$ cat config.mk
export PLATFORM = sky130hd
export DESIGN_NAME = spl_stack_check
export DESIGN_NICKNAME = d
export VERILOG_FILES = /design/src/hw/spl_pkg.sv /design/src/hw/spl_stack_check.sv /design/src/hw/spl_pc_format.sv
export VERILOG_INCLUDE_DIRS = /design/src /design/src/hw
export SDC_FILE = /design/constraint.sdc
export NUM_CORES = 1
export LEC_CHECK = 0
export BUFFER_PORTS_ARGS = -buffer_cell sky130_fd_sc_hd__buf_4
export CAP_MARGIN = 25
export CORE_MARGIN = 4
export CORE_UTILIZATION = 45
export DETAILED_ROUTE_END_ITERATION = 8
export PLACE_DENSITY = 0.89
export SETUP_SLACK_MARGIN = 0.05
export SLEW_MARGIN = 20
export SYNTH_ARGS = -nofsm -noshare
export SYNTH_HDL_FRONTEND = slang
export SYNTH_SLANG_ARGS = --single-unit
$ cat constraint.sdc
create_clock -name i_clk_sys -period 8.25 [get_ports i_clk_sys]
set_clock_uncertainty 0.1 [all_clocks]
set_input_delay 2.475 -clock i_clk_sys [delete_from_list [all_inputs] [get_ports i_clk_sys]]
set_output_delay 2.475 -clock i_clk_sys [all_outputs]
set_load 0.1 [all_outputs]
$ cat src/hw/spl_consts.svh
// Constants for the stack pointer limit check block.
`ifndef SPL_CONSTS_SVH
`define SPL_CONSTS_SVH
`define SPL_DATA_W      16
`define SPL_UNDER_FLOOR 16'h0800
`define SPL_WORD_STEP   16'h0002
`define SPL_SP_RESET    16'h0800
`define SPL_PC_HI_MSB   7
`endif

$ cat src/hw/spl_pkg.sv
// Types shared by the stack pointer limit check block.
package spl_pkg;
	typedef enum logic [3:0] {
		SPL_OP_NONE = 4'h1,
		SPL_OP_PUSH = 4'h2,
		SPL_OP_POP  = 4'h4,
		SPL_OP_EA   = 4'h8
	} spl_op_e;

	typedef struct packed {
		logic        valid;
		spl_op_e     op;
		logic [15:0] ea;
	} spl_req_s;

	typedef struct packed {
		logic [15:0] addr;
		logic        pop_rd;
		logic        push_wr;
	} spl_mem_s;
endpackage

$ cat src/hw/spl_stack_check.sv
// Stack pointer update, push formatting and stack error trap logic.
`timescale 1ns/1ps
`include "spl_consts.svh"
module spl_stack_check
	import spl_pkg::*;
(
	input  wire logic        i_clk_sys,
	input  wire logic        i_rst,
	input  wire logic        i_ce,
	input  wire spl_req_s    i_req,
	input  wire logic        i_pc_push,
	input  wire logic        i_exception,
	input  wire logic [7:0]  i_pc_hi,
	input  wire logic [7:0]  i_status_low_byte,
	input  wire logic        i_lim_wr,
	input  wire logic [15:0] i_lim_data,
	input  wire logic        i_sp_wr,
	input  wire logic [15:0] i_sp_data,
	output logic      [15:0] o_stack_pointer_register,
	output logic      [15:0] o_stack_limit_register,
	output spl_mem_s         o_mem,
	output logic      [15:0] o_push_pc_word,
	output logic             o_trap
);
	logic [15:0] sp_reg;
	logic [15:0] sp_next;
	logic [15:0] lim_reg;
	logic [15:0] lim_next;
	logic        push;
	logic        pop;
	logic        ea_chk;
	logic [15:0] chk_addr;

	function automatic logic [15:0] word_align(input logic [15:0] v);
		word_align = {v[15:1], 1'b0};
	endfunction

	// Word steps are shared by the pointer update and the pop address path.
	function automatic logic [15:0] step_up(input logic [15:0] v);
		step_up = v + `SPL_WORD_STEP;
	endfunction

	function automatic logic [15:0] step_down(input logic [15:0] v);
		step_down = v - `SPL_WORD_STEP;
	endfunction

	// The enable gates every operation, so a frozen cycle neither moves the pointer nor traps.
	assign push = i_ce && i_req.valid && (i_req.op == SPL_OP_PUSH);
	assign pop  = i_ce && i_req.valid && (i_req.op == SPL_OP_POP);
	assign ea_chk = i_ce && i_req.valid && (i_req.op == SPL_OP_EA);

	spl_pc_format u_pc_format (
		.i_pc_hi           (i_pc_hi),
		.i_exception       (i_exception && i_pc_push),
		.i_status_low_byte (i_status_low_byte),
		.o_word            (o_push_pc_word)
	);

	// Pointer update: pop pre-decrements, push post-increments.
	always_comb begin
		sp_next = sp_reg;
		if (i_ce && i_sp_wr) begin
			sp_next = word_align(i_sp_data);
		end else if (push) begin
			sp_next = step_up(sp_reg);
		end else if (pop) begin
			sp_next = step_down(sp_reg);
		end
	end

	always_ff @(posedge i_clk_sys or posedge i_rst) begin
		if (i_rst) begin
			sp_reg <= `SPL_SP_RESET;
		end else begin
			sp_reg <= sp_next;
		end
	end

	// The limit is a plain storage register; it gets no reset value.
	always_comb begin
		lim_next = lim_reg;
		if (i_ce && i_lim_wr) begin
			lim_next = word_align(i_lim_data);
		end
	end

	always_ff @(posedge i_clk_sys) begin
		lim_reg <= lim_next;
	end

	// Address on the memory side: write at the pointer, read below it.
	always_comb begin
		o_mem.push_wr = push;
		o_mem.pop_rd  = pop;
		if (pop) begin
			o_mem.addr = step_down(sp_reg);
		end else if (ea_chk) begin
			o_mem.addr = i_req.ea;
		end else begin
			o_mem.addr = sp_reg;
		end
	end

	// A push at the limit itself is allowed, so only addresses above it or below SPL_UNDER_FLOOR trap.
	// The comparison against an unwritten limit may be unknown until set.
	assign chk_addr = o_mem.addr;
	always_comb begin
		o_trap = 1'b0;
		if (push || pop || ea_chk) begin
			if (chk_addr > lim_reg) begin
				o_trap = 1'b1;
			end
			if (chk_addr < `SPL_UNDER_FLOOR) begin
				o_trap = 1'b1;
			end
		end
	end

	assign o_stack_pointer_register = sp_reg;
	assign o_stack_limit_register   = lim_reg;

	// Pointer movement and trap checks.
	a_push_incr: assert property (@(posedge i_clk_sys) disable iff (i_rst)
		push && !i_sp_wr |=> sp_reg == $past(sp_reg) + 16'h0002)
		else $error("push did not advance pointer");
	a_pop_decr: assert property (@(posedge i_clk_sys) disable iff (i_rst)
		pop && !i_sp_wr |=> sp_reg == $past(sp_reg) - 16'h0002)
		else $error("pop did not step pointer back");
	a_pop_addr: assert property (@(posedge i_clk_sys) disable iff (i_rst)
		pop |-> o_mem.addr == sp_reg - 16'h0002)
		else $error("pop address wrong");
	a_push_addr: assert property (@(posedge i_clk_sys) disable iff (i_rst)
		push |-> o_mem.addr == sp_reg)
		else $error("push address wrong");
	a_lim_lsb: assert property (@(posedge i_clk_sys) disable iff (i_rst)
		i_ce && i_lim_wr |=> o_stack_limit_register[0] == 1'b0)
		else $error("limit bit zero set");
	a_eq_no_trap: assert property (@(posedge i_clk_sys) disable iff (i_rst)
		push && sp_reg == lim_reg && sp_reg >= 16'h0800 |-> !o_trap)
		else $error("trap at limit");
	a_over_trap: assert property (@(posedge i_clk_sys) disable iff (i_rst)
		push && sp_reg > lim_reg |-> o_trap)
		else $error("overflow not trapped");
	a_under_trap: assert property (@(posedge i_clk_sys) disable iff (i_rst)
		ea_chk && i_req.ea < 16'h0800 |-> o_trap)
		else $error("underflow not trapped");
	a_call_msb: assert property (@(posedge i_clk_sys) disable iff (i_rst)
		i_pc_push && !i_exception |-> o_push_pc_word[7] == 1'b0)
		else $error("call push msb set");
	a_exc_srl: assert property (@(posedge i_clk_sys) disable iff (i_rst)
		i_pc_push && i_exception |-> o_push_pc_word[15:8] == i_status_low_byte)
		else $error("status byte missing");
	a_no_trap_idle: assert property (@(posedge i_clk_sys) disable iff (i_rst)
		!(push || pop || ea_chk) |-> !o_trap)
		else $error("trap without check");

	// Clock enable and register write checks.
	a_ce_freeze: assert property (@(posedge i_clk_sys) disable iff (i_rst)
		!i_ce |=> sp_reg == $past(sp_reg))
		else $error("pointer moved while disabled");
	a_ce_no_trap: assert property (@(posedge i_clk_sys) disable iff (i_rst)
		!i_ce |-> !o_trap && !o_mem.push_wr && !o_mem.pop_rd)
		else $error("activity while disabled");
	a_sp_aligned: assert property (@(posedge i_clk_sys) disable iff (i_rst)
		sp_reg[0] == 1'h0)
		else $error("pointer not word aligned");
	a_sp_write: assert property (@(posedge i_clk_sys) disable iff (i_rst)
		i_ce && i_sp_wr |=> sp_reg == {$past(i_sp_data[15:1]), 1'h0})
		else $error("pointer write lost");
	a_lim_write: assert property (@(posedge i_clk_sys) disable iff (i_rst)
		i_ce && i_lim_wr |=> lim_reg[15:1] == $past(i_lim_data[15:1]))
		else $error("limit write lost");

	// Memory side strobes and address checks.
	a_push_flags: assert property (@(posedge i_clk_sys) disable iff (i_rst)
		push |-> o_mem.push_wr && !o_mem.pop_rd)
		else $error("push strobes wrong");
	a_pop_flags: assert property (@(posedge i_clk_sys) disable iff (i_rst)
		pop |-> o_mem.pop_rd && !o_mem.push_wr)
		else $error("pop strobes wrong");
	a_ea_addr: assert property (@(posedge i_clk_sys) disable iff (i_rst)
		ea_chk |-> o_mem.addr == i_req.ea)
		else $error("checked address wrong");
	a_ea_over: assert property (@(posedge i_clk_sys) disable iff (i_rst)
		ea_chk && i_req.ea > lim_reg |-> o_trap)
		else $error("address above limit not trapped");

	// Underflow, in-range and pushed word checks.
	a_pop_under: assert property (@(posedge i_clk_sys) disable iff (i_rst)
		pop && sp_reg == 16'h0800 |-> o_trap)
		else $error("pop below floor not trapped");
	a_push_under: assert property (@(posedge i_clk_sys) disable iff (i_rst)
		push && sp_reg < 16'h0800 |-> o_trap)
		else $error("push below floor not trapped");
	a_in_range: assert property (@(posedge i_clk_sys) disable iff (i_rst)
		(push || pop || ea_chk) && chk_addr >= 16'h0800 && chk_addr <= lim_reg |-> !o_trap)
		else $error("trap inside the allowed range");
	a_call_word: assert property (@(posedge i_clk_sys) disable iff (i_rst)
		i_pc_push && !i_exception |-> o_push_pc_word == {9'h000, i_pc_hi[6:0]})
		else $error("call push word wrong");
	a_exc_pc_low: assert property (@(posedge i_clk_sys) disable iff (i_rst)
		i_pc_push && i_exception |-> o_push_pc_word[7:0] == i_pc_hi)
		else $error("exception push lost pc bits");

	c_push: cover property (@(posedge i_clk_sys) disable iff (i_rst) push);
	c_pop: cover property (@(posedge i_clk_sys) disable iff (i_rst) pop);
	c_trap: cover property (@(posedge i_clk_sys) disable iff (i_rst) o_trap);
	c_exc: cover property (@(posedge i_clk_sys) disable iff (i_rst) i_pc_push && i_exception);
	c_at_limit: cover property (@(posedge i_clk_sys) disable iff (i_rst) push && sp_reg == lim_reg);
endmodule

$ cat src/hw/spl_pc_format.sv
// Formats the upper program counter word pushed on calls and exceptions.
`timescale 1ns/1ps
`include "spl_consts.svh"
module spl_pc_format
	import spl_pkg::*;
(
	input  wire logic [7:0]  i_pc_hi,
	input  wire logic        i_exception,
	input  wire logic [7:0]  i_status_low_byte,
	output logic      [15:0] o_word
);
	always_comb begin
		if (i_exception) begin
			o_word = {i_status_low_byte, i_pc_hi};
		end else begin
			o_word = {8'h00, 1'b0, i_pc_hi[`SPL_PC_HI_MSB-1:0]};
		end
	end
endmodule

======== Yosys cells after proc, flatten, opt, wreduce, memory -nomap -nowiden ========
Index checks and enable logic that the tools add are counted.
operators by class
  muxes and demuxes ....................... 9
  $add $sub $neg .......................... 2
  eq/ne operators ......................... 3
  order comparisons ....................... 2
  reductions and logical operators ........ 10
operators by type and width
  kind                                                          number
  two-way mux 16 bit                                            6
  adder 16 x 2 -> 16 bit, second input constant                 1
  greater-than comparator 16 bit                                1
  less-than comparator 16 x 12 -> 1 bit, second input constant  1
  subtractor 16 x 2 -> 16 bit, second input constant            1
  logical AND 1 bit                                             7
  equality test 4 x 2 -> 1 bit, second input constant           1
  equality test 4 x 3 -> 1 bit, second input constant           1
  equality test 4 bit, second input constant                    1
  two-way mux 1 bit                                             3
  nonzero test 3 bit                                            1
  logical OR 1 bit                                              2
word-level totals
  register bits ........................... 31
  output and inout port bits .............. 67

======== Longest topological paths before layout ========
  depth after elaboration ................. 8
  depth in mapped cells ................... 16
  gate-level depth less buffers ........... 15

======== Modules after synthesis ========
Synthesis repeated with hierarchy kept, for this count alone.
second synthesis, totals
  cells, all modules ...................... 308
  area, all modules ....................... 2572.5 sq um
by module, submodules not included
  module           instances  cells each  area each (sq um)
  spl_stack_check  1          292         2463.6
  spl_pc_format    1          16          108.9

======== Worst setup path before layout ========
OpenSTA, ideal clock, no wires.
  kind .................................... input to output
  start ................................... in i_req[19] (netlist name)
  end ..................................... out o_trap
  data arrival time ....................... 8.373 ns
  required time ........................... 5.675 ns
  slack ................................... -2.698 ns
  cell stages on the path ................. 13
  cells stage by stage .................... and4bb_2 nand2_2 inv_2 clkbuf_1 clkbuf_1 a311oi_1 ha_1 nor3_1 nor4_1 a211o_1 maj3_1 a31oi_1 o21ai_1
RTL lines
  element      RTL line               RTL
  from (decl)  spl_stack_check.sv:10  input wire spl_req_s i_req,
  to (decl)    spl_stack_check.sv:23  output logic o_trap

======== Final worst setup path ========
  start ................................... in i_ce
  end ..................................... out o_trap
between the ends
  cells in the longest elaborated chain, start to end .. 8
  elaborated cells on any way between the ends .. 13
  those cells by class .................... order compare (2); mux (5); reduce/logical (6)
ends and longest elaborated chain
  element                         RTL line                                                             RTL
  from (decl)                     spl_stack_check.sv:9                                                 input wire logic i_ce,
  logical AND 1 bit (*)           spl_stack_check.sv:48, spl_stack_check.sv:49, spl_stack_check.sv:50
  logical AND 1 bit               spl_stack_check.sv:50                                                assign ea_chk = i_ce && i_req.valid && (i_req.op == SPL_OP_EA);
  two-way mux 16 bit              spl_stack_check.sv:97                                                end else if (ea_chk) begin
  two-way mux 16 bit              spl_stack_check.sv:95                                                if (pop) begin
  greater-than comparator 16 bit  spl_stack_check.sv:110                                               if (chk_addr > lim_reg) begin
  two-way mux 1 bit               spl_stack_check.sv:110
  two-way mux 1 bit               spl_stack_check.sv:113                                               if (chk_addr < `SPL_UNDER_FLOOR) begin
  two-way mux 1 bit (*)           spl_stack_check.sv:109                                               if (push || pop || ea_chk) begin
Every way passes the cells marked *; elsewhere a longest branch is shown, timed or not.

==> flow_summary_export.csv <==
group,metric,value,unit
setup_path,worst-path-max-fanout,7,
timing,tightest_slew,0.689,ns
route,drc,0,
yosys,syn_inst,311,
setup_path,r2r_start,"o_stack_pointer_register[3]$_DFFE_PP0P_",
setup_path,worstSetupStartpoint,"i_ce",
timing,drv_slew,0,
die,rows,27,
placement,hpwl,7030,um
yosys,yosys.area.top_type,"edfxtp_1",
min_path,hold_class,"reg -> reg",
yosys,yosysWarnings,0,
clock_network,numCtsBuffers,5,
power,cellPowerDensity,185,mW/mm^2
yosys,yosysTopAreaCellShare,0.169,
timing,fin_ws,0.119,ns
timing,max_slew_margin,0.541,
clock_network,clock-root-buffer,"clkbuf_8",
global_route,track_usage,0.243,
global_route,overflow,0,
layout,synthToLayoutAreaGrowth,46.8,%
die,die_w,84.9,um
timing,max_freq,123,MHz
timing,finalSetupViolCount,0,
clock_network,cts.reportedPaths.clkPinSlew,0.06,ns
die,core,0.00561,mm^2
yosys,synth_edf_count,15,
setup_path,path_class,"in -> out",
die,die_area,0.00721,mm^2
route,drtAntennaViolNets,0,
yosys,async_flop_share,0.500,
yosys,syn_area_per_cell,8.56,um^2
die,initial_core_util,0.475,
route,num_vias,2856,
placement,port-buffer-count,124,
timing,period_minus_slack,8.13,ns
yosys,synth_area_leaders,"edfxtp_1 (17%), dfrtp_1 (13%), ha_1 (7.5%)",
clock_network,htree_levels,2,
setup_path,arrival,5.56,ns
setup_path,startpoint_type,"primary input",
yosys,ys.flop_type,"edfxtp_1",
route,drt_wl_total,8880,um
yosys,syn_area,0.00266,mm^2
die,ios,143,
clock_network,clock_path_buffers,2,
power,p_leak,1.78,nW
timing,hold_viol_final,0,
setup_path,cp-end-kind,"output port",
global_route,antenna_found_initial,0,
yosys,ys_seq_elements,30,
placement,place_ws,0.00831,ns
layout,drive_above_1_share,0.433,
clock_network,clk_latency,0.28,ns
power,vdd_drop_max,145,uV
job,maxCapViolations,0,
layout,n_fill_cell,458,
route,vias_per_cell,5.72,
placement,place.gp.congestion,0.921,
clock_network,cts_tree,"done",
timing,fin_crit_sh,0.986,
route,routedWlPerCell,17.8,um
global_route,grt_pass1_vias,2808,
route,drt_first_pass_iters,4,
yosys,synth.distinct_cells,60,
clock_network,cts.sinks,30,
global_route,grt_max_degree,23,
route,drt_iter0_markers,182,
yosys,ys_seq_area_frac,0.311,
outcome,status,"completed",
global_route,grt_pass1_wl,14100,um
min_path,hp-start,"o_stack_pointer_register[11]$_DFFE_PP1P_",
layout,final_core_utilization,0.697,
die,die_y,84.9,um
setup_path,cp.required,5.68,ns
layout,fin_nets,518,
layout,diodes,0,
-- cells by family (layout without fill, tap and decap cells) --
family | count (synthesis) | count (layout) | synth area share
other | 1 | 2 | 0.00141
XOR/XNOR | 14 | 14 | 0.0461
multiplexers | 1 | 1 | 0.00376
AND/OR/NAND/NOR | 124 | 124 | 0.268
AO/OA/AOI/OAI | 72 | 72 | 0.183
buffers and inverters | 52 | 167 | 0.109
adder cells (fa/ha/maj) | 17 | 17 | 0.0790
flip-flops | 30 | 30 | 0.311
-- flip-flops by register name, indices dropped and copies added (netlist names) --
register,flops
o_stack_limit_register,15
o_stack_pointer_register,15
-- what timing repair did --
action                                  in CTS  in global routing
setup buffers                                1                  1
gates resized for setup                      3                 16
endpoints found under the setup margin       1                  1
pin swaps                                    1                  6
hold buffers                                 0                  0
hold endpoints to repair                     0                  0
cloned                                       0                  0
-- layout by cell type, fill, tap and decap left out, types with 7 or more instances in the layout --
| cell type | Yosys | routed |
|---|---|---|
| a21oi_1 | 17 | 11 |
| and3_1 | 12 | 12 |
| buf_4 | 12 | 132 |
| dfrtp_1 | 14 | 14 |
| edfxtp_1 | 15 | 15 |
| ha_1 | 16 | 15 |
| inv_1 | 23 | 23 |
| nand2_1 | 31 | 29 |
| nand3_1 | 7 | 7 |
| nor2_1 | 25 | 20 |
| nor3_1 | 12 | 11 |
| o21ai_0 | 12 | 10 |
| xnor2_1 | 7 | 7 |
| xor2_1 | 7 | 7 |
-- report_power, final --
group	total (W)	switching (W)	internal (W)
registers	0.000210	0.0000364	0.000173
logic	0.000401	0.000293	0.000108
clock network	0.000114	0.0000540	0.0000598
total	0.000725	0.000383	0.000341
-- per-stage QoR --
step / instances / hold slack (ns) / power (W) / instance area (um^2) / setup TNS (ns)
after global placement: 489 / 0.538 / 0.000598 / 3730 / 0
final: 499 / 0.584 / 0.000725 / 3910 / 0
after CTS: 498 / 0.595 / 0.000719 / 3830 / 0
after detailed placement: 489 / 0.586 / 0.000605 / 3730 / 0
after global routing: 499 / 0.616 / 0.000757 / 3910 / -0.0160
after floorplan: 312 / 0.880 / 0.000532 / 2880 / -0.152
-- area by class of cell --
type / count / area (um^2) / share of cell area
Inverter: 24 / 92.6 / 0.0237
Clock buffer: 8 / 80.1 / 0.0205
Tap cell: 72 / 90.1 / 0.0231
Sequential cell: 30 / 827 / 0.212
Timing Repair Buffer: 135 / 1020 / 0.262
Multi-Input combinational cell: 230 / 1790 / 0.459
-- cell usage after synthesis, drive strengths merged (5+ instances only) --
cell,instances
nand2,33
nor2,25
inv,24
buf,21
a21oi,17
ha,16
o21ai,16
edfxtp,15
dfrtp,14
nor3,14
and3,12
clkbuf,7
nand3,7
xnor2,7
xor2,7
o22ai,6
a211oi,5
a311oi,5
and2,5
nor4,5
or3,5
-- worst max-delay path, cell delays in order --
cell and delay, ns:
buf_4 0.13, and4bb_2 0.28, nand2_2 0.14, inv_4 0.08, nor2_2 0.24, a21oi_1 0.08
o221a_2 0.27, ha_1 0.31, a41o_1 0.25, a21oi_2 0.11, o22ai_1 0.09, a211o_1 0.25
maj3_1 0.39, a31oi_4 0.17, o21ai_4 0.08, buf_6 0.19
-- final timing paths --
check,to,cells past startpoint,slack [ns]
setup / recovery,o_trap,16,0.12
hold / removal,o_stack_pointer_register[11]$_DFFE_PP1P_,2,0.58
setup reg to reg,o_stack_pointer_register[8]$_DFFE_PP0P_,7,5.75
hold reg to reg,o_stack_pointer_register[11]$_DFFE_PP1P_,2,0.58
max in group asynchronous,o_stack_pointer_register[12]$_DFFE_PP0P_,2,5.48
min in group asynchronous,o_stack_pointer_register[6]$_DFFE_PP0P_,2,2.17
-- routing by layer --
layer / up-vias / wire length [um] / GRT usage
met3: 16 / 752 / 0.0563
met5: - / 0 / 0
met2: 132 / 4550 / 0.424
li1: 1346 / - / -
met1: 1362 / 3400 / 0.303
met4: 0 / 174 / 0.0604
Note: power is estimated with default switching activity, not from simulation.
